### config.mk
export PLATFORM = sky130hd
export DESIGN_NAME = sls_top
export DESIGN_NICKNAME = d
export VERILOG_FILES = /design/src/sls_pkg.sv /design/src/sls_top.sv
export VERILOG_INCLUDE_DIRS = /design/src /design/src/src
export SDC_FILE = /design/constraint.sdc
export NUM_CORES = 1
export LEC_CHECK = 0
export ABC_AREA = 1
export BUFFER_PORTS_ARGS = -buffer_cell sky130_fd_sc_hd__buf_2
export CAP_MARGIN = 20
export CELL_PAD_IN_SITES_DETAIL_PLACEMENT = 0
export CELL_PAD_IN_SITES_GLOBAL_PLACEMENT = 2
export CORE_ASPECT_RATIO = 0.7
export CORE_MARGIN = 8
export CORE_UTILIZATION = 34
export DETAILED_ROUTE_END_ITERATION = 12
export PLACE_DENSITY = 0.78
export SLEW_MARGIN = 20
export SYNTH_ARGS = -nofsm -noshare
export SYNTH_HDL_FRONTEND = slang
export SYNTH_SLANG_ARGS = --single-unit
### constraint.sdc
create_clock -name clk_i -period 2.3 [get_ports clk_i]
set_clock_uncertainty 0.1 [all_clocks]
set_input_delay 0.23 -clock clk_i [delete_from_list [all_inputs] [get_ports clk_i]]
set_output_delay 0.23 -clock clk_i [all_outputs]
set_load 0.005 [all_outputs]
### src/sls_consts.svh
`ifndef SLS_CONSTS_SVH
`define SLS_CONSTS_SVH

// ==========================================================================
// Register map (word aligned byte offsets)
`define SLS_ADDR_CTRL      8'h00
`define SLS_ADDR_COND      8'h04
`define SLS_ADDR_LAMPS     8'h08
`define SLS_ADDR_STAT      8'h0C
`define SLS_ADDR_BLINK     8'h10

// ==========================================================================
// Control register fields
`define SLS_CTRL_FUNCTION_BUTTON_ACQ  0
`define SLS_CTRL_MEDIA_LOG 1
`define SLS_CTRL_UPD_MODE  2

// Condition register fields (written by host software)
`define SLS_COND_BOOTING   0
`define SLS_COND_BOOTED    1
`define SLS_COND_SHUTDOWN  2
`define SLS_COND_CONFIG    3
`define SLS_COND_SCHED_W   4
`define SLS_COND_SCHED_MET 5
`define SLS_COND_ACQ       6
`define SLS_COND_ERROR     7
`define SLS_COND_LOGGING   8
`define SLS_COND_UPD_RUN   9
`define SLS_COND_UPD_FILE  10
`define SLS_COND_UPD_NOFL  11
`define SLS_COND_UPD_OK    12
`define SLS_COND_UPD_FAIL  13
`define SLS_COND_W         14

// Status register fields
`define SLS_STAT_ERR       0
`define SLS_STAT_UNMNT     1
`define SLS_STAT_EJECT     2
`define SLS_STAT_DEFAULTS  3
`define SLS_STAT_REBOOT    4

// ==========================================================================
// Timing, 100 MHz clock
`define SLS_CLK_HZ         100000000
`define SLS_FLASH_ON_MS    100
`define SLS_FLASH_OFF_MS   2000
`define SLS_REBOOT_S       5
`define SLS_FLASH_ON_CYC   ((`SLS_CLK_HZ / 1000) * `SLS_FLASH_ON_MS)
`define SLS_FLASH_OFF_CYC  ((`SLS_CLK_HZ / 1000) * `SLS_FLASH_OFF_MS)
`define SLS_REBOOT_CYC     (`SLS_CLK_HZ * `SLS_REBOOT_S)
`define SLS_BLINK_RST      32'h02FA_F080

`endif

### src/sls_pkg.sv
package sls_pkg;
  // Lamp colour driven on a bicolour lamp
  typedef enum logic [1:0] {
    SLS_OFF,
    SLS_GREEN,
    SLS_YELLOW
  } sls_colour_type;
endpackage

### src/sls_top.sv
// Implementation choices: the register offsets and the Wishbone register port.
`timescale 1ns/100ps
`include "sls_consts.svh"

module sls_top #(
  parameter int unsigned FLASH_ON_CYC  = `SLS_FLASH_ON_CYC,
  parameter int unsigned FLASH_OFF_CYC = `SLS_FLASH_OFF_CYC,
  parameter int unsigned REBOOT_CYC    = `SLS_REBOOT_CYC
) (
  input  wire logic        clk_i,
  input  wire logic        rstn_i,
  input  wire logic        wb_cyc_i,
  input  wire logic        wb_stb_i,
  input  wire logic        wb_we_i,
  input  wire logic [7:0]  wb_adr_i,
  input  wire logic [3:0]  wb_sel_i,
  input  wire logic [31:0] wb_dat_i,
  output logic      [31:0] wb_dat_o,
  output logic             wb_ack_o,
  input  wire logic        sd_present_i,
  input  wire logic        usb_present_i,
  input  wire logic        function_button_i,
  input  wire logic        defaults_button_i,
  output logic      [1:0]  power_lamp_o,
  output logic      [1:0]  status_lamp_o,
  output logic      [1:0]  error_lamp_o,
  output logic      [1:0]  media_lamp_o,
  output logic             unmount_req_o,
  output logic             write_defaults_o,
  output logic             reboot_o
);

  // ========================================================================
  // Register bus
  logic [2:0]  ctrl_ff;
  logic [`SLS_COND_W-1:0] cond_ff;
  logic [31:0] blink_per_ff;
  logic        ack_ff;
  logic [31:0] rdat_ff;

  wire         bus_req  = wb_cyc_i & wb_stb_i & ~ack_ff;
  wire         bus_wr   = bus_req & wb_we_i & wb_sel_i[0];
  wire         wr_ctrl  = bus_wr & (wb_adr_i == `SLS_ADDR_CTRL);
  wire         wr_cond  = bus_wr & (wb_adr_i == `SLS_ADDR_COND);
  wire         wr_blink = bus_wr & (wb_adr_i == `SLS_ADDR_BLINK);

  // Pin synchronisers: stage one feeds stage two only
  logic [3:0] sync1_ff;
  logic [3:0] sync2_ff;
  wire        sd_in    = sync2_ff[0];
  wire        usb_in   = sync2_ff[1];
  wire        fbtn_in  = sync2_ff[2];
  wire        dbtn_in  = sync2_ff[3];
  logic       fbtn_d_ff;
  logic       dbtn_d_ff;
  wire        fbtn_rise = fbtn_in & ~fbtn_d_ff;
  wire        dbtn_rise = dbtn_in & ~dbtn_d_ff;
  wire        media_in  = sd_in | usb_in;

  always_ff @(posedge clk_i) begin
    if (!rstn_i) begin
      sync1_ff  <= 4'h0;
      sync2_ff  <= 4'h0;
      fbtn_d_ff <= 1'b0;
      dbtn_d_ff <= 1'b0;
    end else begin
      sync1_ff  <= {defaults_button_i, function_button_i, usb_present_i, sd_present_i};
      sync2_ff  <= sync1_ff;
      fbtn_d_ff <= fbtn_in;
      dbtn_d_ff <= dbtn_in;
    end
  end

  // Condition decode
  wire booting   = cond_ff[`SLS_COND_BOOTING];
  wire booted    = cond_ff[`SLS_COND_BOOTED];
  wire shutdown  = cond_ff[`SLS_COND_SHUTDOWN];
  wire cfg_run   = cond_ff[`SLS_COND_CONFIG];
  wire sched_w   = cond_ff[`SLS_COND_SCHED_W];
  wire sched_met = cond_ff[`SLS_COND_SCHED_MET];
  wire acq       = cond_ff[`SLS_COND_ACQ];
  wire err_in    = cond_ff[`SLS_COND_ERROR];
  wire logging   = cond_ff[`SLS_COND_LOGGING];
  wire upd_run   = cond_ff[`SLS_COND_UPD_RUN];
  wire upd_file  = cond_ff[`SLS_COND_UPD_FILE];
  wire upd_nofl  = cond_ff[`SLS_COND_UPD_NOFL];
  wire upd_ok    = cond_ff[`SLS_COND_UPD_OK];
  wire upd_fail  = cond_ff[`SLS_COND_UPD_FAIL];
  wire function_button_acq  = ctrl_ff[`SLS_CTRL_FUNCTION_BUTTON_ACQ];
  wire media_job = ctrl_ff[`SLS_CTRL_MEDIA_LOG];
  wire upd_mode  = ctrl_ff[`SLS_CTRL_UPD_MODE];
  wire pend_job  = media_job & ~acq;
  wire sched_beg = wr_cond & wb_dat_i[`SLS_COND_SCHED_W] & ~sched_w;

  // ========================================================================
  // Blink timebase: one shared period, heartbeat from a 4-phase slot
  logic [31:0] blink_cnt_ff;
  logic        blink_ff;
  logic [1:0]  hb_ph_ff;
  wire         blink_wrap = (blink_cnt_ff >= blink_per_ff);

  // Heartbeat lit in one phase of four, so it reads slower than the plain blink
  always_ff @(posedge clk_i) begin
    if (!rstn_i) begin
      blink_cnt_ff <= 32'h0000_0000;
      blink_ff     <= 1'b0;
      hb_ph_ff     <= 2'h0;
    end else if (blink_wrap) begin
      blink_cnt_ff <= 32'h0000_0000;
      blink_ff     <= ~blink_ff;
      hb_ph_ff     <= hb_ph_ff + 2'h1;
    end else begin
      blink_cnt_ff <= blink_cnt_ff + 32'h0000_0001;
    end
  end
  wire heartbeat = blink_ff & ~hb_ph_ff[1];

  // Schedule wait flash, 100 ms lit then 2 s dark
  logic [31:0] flash_cnt_ff;
  wire         flash_on   = (flash_cnt_ff < FLASH_ON_CYC);
  wire         flash_last = (flash_cnt_ff == FLASH_ON_CYC + FLASH_OFF_CYC - 1);

  always_ff @(posedge clk_i) begin
    if (!rstn_i || !sched_w || flash_last) begin
      flash_cnt_ff <= 32'h0000_0000;
    end else begin
      flash_cnt_ff <= flash_cnt_ff + 32'h0000_0001;
    end
  end

  // ========================================================================
  // Latches: error, unmount, update entry, reboot timer
  logic        err_ff;
  logic        unmnt_ff;
  logic        upd_start_ff;
  logic        upd_mode_d_ff;
  logic [31:0] reboot_cnt_ff;
  logic        reboot_ff;
  logic        defaults_ff;
  logic        eject_ff;
  wire         eject_ok = fbtn_rise & ~function_button_acq & ~pend_job & media_in;
  wire         reboot_done = upd_ok & (reboot_cnt_ff == REBOOT_CYC - 1);

  // Error set wins over clear at schedule start
  always_ff @(posedge clk_i) begin
    if (!rstn_i) begin
      err_ff <= 1'b0;
    end else if (err_in) begin
      err_ff <= 1'b1;
    end else if (sched_beg) begin
      err_ff <= 1'b0;
    end
  end

  // Unmounted media is held until withdrawn
  always_ff @(posedge clk_i) begin
    if (!rstn_i || !media_in) begin
      unmnt_ff <= 1'b0;
    end else if (eject_ok) begin
      unmnt_ff <= 1'b1;
    end
  end

  // Update entry lasts until the update reports any progress
  always_ff @(posedge clk_i) begin
    if (!rstn_i) begin
      upd_mode_d_ff <= 1'b0;
      upd_start_ff  <= 1'b0;
    end else begin
      upd_mode_d_ff <= upd_mode;
      if (upd_mode & ~upd_mode_d_ff) begin
        upd_start_ff <= 1'b1;
      end else if (!upd_mode || upd_run || upd_file || upd_nofl || upd_ok || upd_fail) begin
        upd_start_ff <= 1'b0;
      end
    end
  end

  // Reboot after update success, or straight after defaults are written
  always_ff @(posedge clk_i) begin
    if (!rstn_i) begin
      reboot_cnt_ff <= 32'h0000_0000;
      reboot_ff     <= 1'b0;
      defaults_ff   <= 1'b0;
      eject_ff      <= 1'b0;
    end else begin
      eject_ff    <= eject_ok;
      defaults_ff <= dbtn_rise;
      reboot_ff   <= reboot_done | defaults_ff;
      if (upd_ok && upd_mode && !reboot_done) begin
        reboot_cnt_ff <= reboot_cnt_ff + 32'h0000_0001;
      end else begin
        reboot_cnt_ff <= 32'h0000_0000;
      end
    end
  end

  // ========================================================================
  // Lamp schemes, update scheme has priority
  sls_pkg::sls_colour_type n_pwr, n_sts, n_err, n_med;
  sls_pkg::sls_colour_type u_pwr, u_sts, u_err, u_med;

  // Blinking colour; one helper, the caller picks the phase (blink_ff, heartbeat or flash_on)
  function automatic sls_pkg::sls_colour_type blink_col(
    input sls_pkg::sls_colour_type c,
    input logic                    lit
  );
    return lit ? c : sls_pkg::SLS_OFF;
  endfunction

  // Normal operation scheme
  always_comb begin
    n_pwr = sls_pkg::SLS_OFF;
    if (shutdown) n_pwr = blink_col(sls_pkg::SLS_YELLOW, blink_ff);
    else if (booting) n_pwr = sls_pkg::SLS_YELLOW;
    else if (booted) n_pwr = sls_pkg::SLS_GREEN;
    n_sts = sls_pkg::SLS_OFF;
    if (cfg_run) n_sts = blink_col(sls_pkg::SLS_YELLOW, blink_ff);
    else if (acq) n_sts = blink_col(sls_pkg::SLS_GREEN, blink_ff);
    else if (sched_met) n_sts = blink_col(sls_pkg::SLS_GREEN, heartbeat);
    else if (sched_w) n_sts = blink_col(sls_pkg::SLS_GREEN, flash_on);
    else if (booted) n_sts = sls_pkg::SLS_GREEN;
    n_err = blink_col(sls_pkg::SLS_YELLOW, err_ff & blink_ff);
    n_med = sls_pkg::SLS_OFF;
    if (media_in) begin
      if (unmnt_ff) n_med = sls_pkg::SLS_GREEN;
      else if (logging && acq) n_med = blink_col(sls_pkg::SLS_GREEN, blink_ff);
      else if (pend_job) n_med = blink_col(sls_pkg::SLS_YELLOW, blink_ff);
      else n_med = sls_pkg::SLS_YELLOW;
    end else if (pend_job) begin
      n_med = blink_col(sls_pkg::SLS_YELLOW, blink_ff);
    end
  end

  // Update scheme
  always_comb begin
    u_pwr = blink_col(sls_pkg::SLS_YELLOW, blink_ff);
    u_sts = sls_pkg::SLS_OFF;
    if (upd_file) u_sts = blink_col(sls_pkg::SLS_GREEN, blink_ff);
    else if (upd_nofl) u_sts = blink_col(sls_pkg::SLS_YELLOW, blink_ff);
    u_err = sls_pkg::SLS_OFF;
    if (upd_ok) u_err = blink_col(sls_pkg::SLS_GREEN, blink_ff);
    else if (upd_fail) u_err = blink_col(sls_pkg::SLS_YELLOW, blink_ff);
    u_med = sls_pkg::SLS_OFF;
    if (upd_start_ff) begin
      u_pwr = sls_pkg::SLS_YELLOW;
      u_sts = sls_pkg::SLS_YELLOW;
      u_err = sls_pkg::SLS_YELLOW;
      u_med = sls_pkg::SLS_YELLOW;
    end
  end

  // Lamp outputs registered
  always_ff @(posedge clk_i) begin
    if (!rstn_i) begin
      power_lamp_o  <= 2'h0;
      status_lamp_o <= 2'h0;
      error_lamp_o  <= 2'h0;
      media_lamp_o  <= 2'h0;
    end else begin
      power_lamp_o  <= upd_mode ? u_pwr : n_pwr;
      status_lamp_o <= upd_mode ? u_sts : n_sts;
      error_lamp_o  <= upd_mode ? u_err : n_err;
      media_lamp_o  <= upd_mode ? u_med : n_med;
    end
  end

  assign unmount_req_o    = eject_ff;
  assign write_defaults_o = defaults_ff;
  assign reboot_o         = reboot_ff;

  // ========================================================================
  // Register writes and read mux
  wire [31:0] stat_word = {27'h0, reboot_ff, defaults_ff, eject_ff, unmnt_ff, err_ff};
  logic [31:0] rd_mux;
  always_comb begin
    unique case (wb_adr_i)
      `SLS_ADDR_CTRL:  rd_mux = {29'h0, ctrl_ff};
      `SLS_ADDR_COND:  rd_mux = {18'h0, cond_ff};
      `SLS_ADDR_LAMPS: rd_mux = {24'h0, media_lamp_o, error_lamp_o, status_lamp_o, power_lamp_o};
      `SLS_ADDR_STAT:  rd_mux = stat_word;
      `SLS_ADDR_BLINK: rd_mux = blink_per_ff;
      default:         rd_mux = 32'h0000_0000;
    endcase
  end

  // Single wait state ack; unmapped reads as zero, writes dropped
  always_ff @(posedge clk_i) begin
    if (!rstn_i) begin
      ctrl_ff      <= 3'h0;
      cond_ff      <= '0;
      blink_per_ff <= `SLS_BLINK_RST;
      ack_ff       <= 1'b0;
      rdat_ff      <= 32'h0000_0000;
    end else begin
      ack_ff  <= bus_req;
      rdat_ff <= bus_req ? rd_mux : 32'h0000_0000;
      if (wr_ctrl) ctrl_ff <= wb_dat_i[2:0];
      if (wr_cond) cond_ff <= wb_dat_i[`SLS_COND_W-1:0];
      if (wr_blink) blink_per_ff <= wb_dat_i;
    end
  end
  assign wb_ack_o = ack_ff;
  assign wb_dat_o = rdat_ff;

  // ========================================================================
  // Checks: error latch and its clear at schedule start
  a_err_latch: assert property (@(posedge clk_i) disable iff (!rstn_i)
    err_in |=> err_ff) else $error("error not latched");
  a_err_clear: assert property (@(posedge clk_i) disable iff (!rstn_i)
    (sched_beg && !err_in) |=> !err_ff) else $error("error not cleared");
  // Update scheme lamps and reboot
  a_update_prio: assert property (@(posedge clk_i) disable iff (!rstn_i)
    (upd_mode && upd_start_ff) |=> (media_lamp_o == 2'(sls_pkg::SLS_YELLOW)))
    else $error("update entry not all yellow");
  a_update_power: assert property (@(posedge clk_i) disable iff (!rstn_i)
    (upd_mode && !upd_start_ff && blink_ff) |=> (power_lamp_o == 2'(sls_pkg::SLS_YELLOW)))
    else $error("update power lamp not lit");
  a_update_fail: assert property (@(posedge clk_i) disable iff (!rstn_i)
    (upd_mode && !upd_start_ff && upd_fail && !upd_ok && blink_ff)
    |=> (error_lamp_o == 2'(sls_pkg::SLS_YELLOW))) else $error("update fail lamp wrong");
  a_update_reboot: assert property (@(posedge clk_i) disable iff (!rstn_i)
    (upd_mode && upd_ok && (reboot_cnt_ff == REBOOT_CYC - 1)) |=> reboot_o)
    else $error("no reboot after update");
  // Eject gating and media lamp
  a_eject_block: assert property (@(posedge clk_i) disable iff (!rstn_i)
    (function_button_acq || pend_job) |=> !unmount_req_o) else $error("eject not blocked");
  a_unmount_hold: assert property (@(posedge clk_i) disable iff (!rstn_i)
    (media_in && unmnt_ff && !upd_mode) |=> (media_lamp_o == 2'(sls_pkg::SLS_GREEN)))
    else $error("unmounted media lamp not green");
  a_media_steady: assert property (@(posedge clk_i) disable iff (!rstn_i)
    (media_in && !unmnt_ff && !pend_job && !(logging && acq) && !upd_mode)
    |=> (media_lamp_o == 2'(sls_pkg::SLS_YELLOW))) else $error("media lamp not yellow");
  a_media_off: assert property (@(posedge clk_i) disable iff (!rstn_i)
    (!media_in && !pend_job && !upd_mode) |=> (media_lamp_o == 2'h0))
    else $error("media lamp not off");
  // Power and status lamps
  a_boot_yellow: assert property (@(posedge clk_i) disable iff (!rstn_i)
    (booting && !shutdown && !upd_mode) |=> (power_lamp_o == 2'(sls_pkg::SLS_YELLOW)))
    else $error("boot lamp wrong");
  a_flash_lit: assert property (@(posedge clk_i) disable iff (!rstn_i)
    (sched_w && !sched_met && !acq && !cfg_run && !upd_mode && (flash_cnt_ff == 32'h0000_0000))
    |=> (status_lamp_o == 2'(sls_pkg::SLS_GREEN))) else $error("schedule flash not lit");
  // Buttons and bus
  a_defaults_reboot: assert property (@(posedge clk_i) disable iff (!rstn_i)
    write_defaults_o |=> reboot_o) else $error("no reboot after defaults");
  a_bus_ack: assert property (@(posedge clk_i) disable iff (!rstn_i)
    (wb_cyc_i && wb_stb_i && !wb_ack_o) |=> wb_ack_o) else $error("ack late");
  c_eject: cover property (@(posedge clk_i) unmount_req_o);
  c_update: cover property (@(posedge clk_i) upd_mode && upd_start_ff);
  c_reboot: cover property (@(posedge clk_i) reboot_o);
  c_heartbeat: cover property (@(posedge clk_i) sched_met && heartbeat);
  c_flash: cover property (@(posedge clk_i) sched_w && flash_last);

endmodule // sls_top

==> impl_metrics.yaml <==
timing:
  final-hold-violation-count: 0
  worst_pin_slew_ns: 0.5888
  fmax_mhz: 471.7
  setup_viol: 0
  min_period_over_period_pct: 92.18
  finalMaxSlewViolations: 0
  period_needed_ns: 2.120
  whs_ns: 0.1121
  tns_ns: 0
  final.setup.worst_slack_ns: 0.1798
  maxSlewHeadroom_pct: 60.69
placed_design:
  dp_slack_ns: 0.1173
  io_buffers: 93
  place.gp.congestion: 0.8498
  dp.cells: 1812
  dpl_cell_area_um2: 10930
  dp_hpwl_um: 23540
floorplanning:
  dieHeight_um: 158.7
  boundaryPins: 97
  placementRows: 52
  start_util_pct: 34.40
  die_w_um: 219.9
  design.core.area_um2: 28760
  dieArea_um2: 34900
synthesis:
  synth_cells: 1344
  ys_ff_latch: 206
  synth.area.top_cells: "dfxtp_1, nand2_1, inv_1"
  ys_warn_count: 0
  synth-edff-count: 0
  async_reset_ff_share_pct: 0
  ys.flop_type: "dfxtp_1"
  synth_top_area_share_pct: 41.68
  yosys.area.top_type: "dfxtp_1"
  syn_nets: 1432
  netlist_area_um2: 9893
  avgSynthCellArea_um2: 7.361
  ys_seq_area_share_pct: 41.68
  ys_types: 49
cells_and_area:
  drive_above_1_share_pct: 15.03
  nFillCells: 3024
  antenna_cells: 0
  fin_util_pct: 42.65
  finish.instance_area_um2: 12270
  register_area_um2: 4125
  final_cells: 1895
  final_nets: 1588
  multi_input_area_um2: 4955
  syn_to_final_growth_pct: 23.98
clock_network:
  root_buffer: "clkbuf_16"
  htreeDepth: 1
  cts.sinks: 206
  numCtsBuffers: 23
  clock_latency_ns: 0.52
  path_clk_slew_ns: 0.06
  clk_path_buf_depth: 3
  cts_tree: "done"
power:
  p_total_mw: 8.145
  peakVddDrop_mv: 0.5328
  power.leakage_nw: 4.842
  powerDensity_nw_per_um2: 664.1
route:
  route.detailed.drc: 0
  vias_per_cell: 4.767
  drt_wl_total_um: 30640
  ant_nets: 0
  drtIter0Drc: 507
  num_vias: 9033
  dr.pass1.iters: 4
  wire_per_inst_um: 16.17
grt:
  grt_max_degree: 40
  track_usage_pct: 17.21
  grt_pass1_wl_um: 48400
  gr-total-overflow: 0
  grt_pass1_vias: 8559
  antenna_found_initial: 0
job:
  cap_viol_max_count: 0
setup_path:
  slowest_stage: "dfxtp_1"
  critPathKind: "reg -> reg"
  required_ns: 2.61
  max_stage_delay_ns: 0.31
  cp_common_cell: "nand4_1"
  cp_max_fo: 16
  crit_chain: "inv_1 > ha_1 > nand2_1 > nor2_1 > nand4_1 > nor2_4 > nand4_1 > nand4_1 > buf_4 > clkbuf_16 > a21oi_1"
  arrival_ns: 2.43
  worstSetupStartpointType: "flip-flop"
  end_kind: "flip-flop"
status:
  status: "finished clean"
min_path:
  hp-class: "in -> reg"
## placed cells by master, fill, tap and decap left out, types with 6 or more instances in the layout
cell type      synthesis  layout
a21oi_1              103     103
buf_2                 11      93
buf_4                  4      24
bufinv_16              0       7
clkbuf_16              0      24
clkinv_2               1       6
dfxtp_1              206     205
dlygate4sd3_1          0      39
ha_1                  35      35
inv_1                177     176
inv_2                  5       6
nand2_1              282     281
nand2_2                7       8
nand3_1               41      40
nand3_2                5       6
nand4_1               34      34
nor2_1               142     140
nor2_4                 9      10
nor3_1                76      75
nor3_2                 8       9
nor4_1                15      15
o211ai_1              14      14
o21ai_0               53      53
or2_0                 12      12
or2_2                  6       6
xnor2_1                8       8
xor2_1                24      24
## path summary, 6_finish.rpt
kind | start | end | slack, ns | cells past startpoint
min | wb_cyc_i | wb_dat_o[7] | 0.11 | 7
min reg2reg | dbtn_d_ff | write_defaults_o | 0.28 | 1
max reg2reg | blink_per_ff[23] | blink_cnt_ff[25] | 0.18 | 11
max | blink_per_ff[23] | blink_cnt_ff[25] | 0.18 | 11
## flip-flops by register name (all words and copies together), names as in the netlist, 2 cells and up
signal and count:
hb_ph_ff 2, power_lamp_o 2, ctrl_ff 3, sync1_ff 4
sync2_ff 4, media_lamp_o 2, wb_dat_o 32, blink_cnt_ff 32
reboot_cnt_ff 32, cond_ff 14, flash_cnt_ff 32, status_lamp_o 2
blink_per_ff 32, error_lamp_o 2
## Yosys cell counts, drive strengths merged, types with 3 or more instances
cell type / number
nor3: 85
a31oi: 5
dfxtp: 206
a21oi: 103
nor3b: 6
o211ai: 14
o21ai: 58
xnor2: 8
nand3: 49
nand2: 291
nor4: 16
nor2: 156
clkbuf: 12
o221ai: 3
ha: 35
xor2: 24
or2: 21
inv: 182
nand4: 34
clkinv: 4
buf: 17
## worst max-delay path, delay by kind of cell (launching register included)
kind | cells | cell delay [ns]
adder cells (fa/ha/maj) | 1 | 0.30
AND/OR/NAND/NOR | 6 | 0.87
AO/OA/AOI/OAI | 1 | 0.05
flip-flops | 1 | 0.31
buffers and inverters | 3 | 0.39
## power by group
| part | switching (mW) | internal [mW] | leakage [nW] |
|---|---|---|---|
| clock | 1.54 | 2.78 | 0.444 |
| combinational | 0.123 | 0.113 | 2.74 |
| sequential | 0.0106 | 3.58 | 1.66 |
## cell type report
type | count | area share (%)
multi-input combinational | 923 | 40.40
tap | 378 | 3.856
timing repair buffer | 160 | 9.140
inverter | 186 | 5.702
clock buffer | 29 | 5.284
clock inverter | 13 | 1.989
sequential | 206 | 33.63
## metal layers
metal	global-route usage [%]	wire (µm)
met3	3.037	1583
met5	0	0
met1	27.61	16750
met4	2.646	378
met2	23.46	11930
## cells by family (layout without fill, tap and decap cells)
kind of cell / after synthesis / after routing / share of synthesized area (%)
compound gates: 195 / 195 / 10.94
xor+xnor: 32 / 32 / 2.833
flops: 206 / 206 / 41.68
buf+inv: 215 / 388 / 8.461
fa+ha+maj: 35 / 35 / 4.426
simple gates: 661 / 661 / 31.66
## repair_timing
item | 4_1_cts | 5_1_grt
setup endpoints to repair | 0 | 35
hold buffers | 39 | 0
endpoints found under the hold margin | 55 | 0
resized for setup | 0 | 8
buffers inserted | 0 | 1
Power figures use the tool's default switching activity.
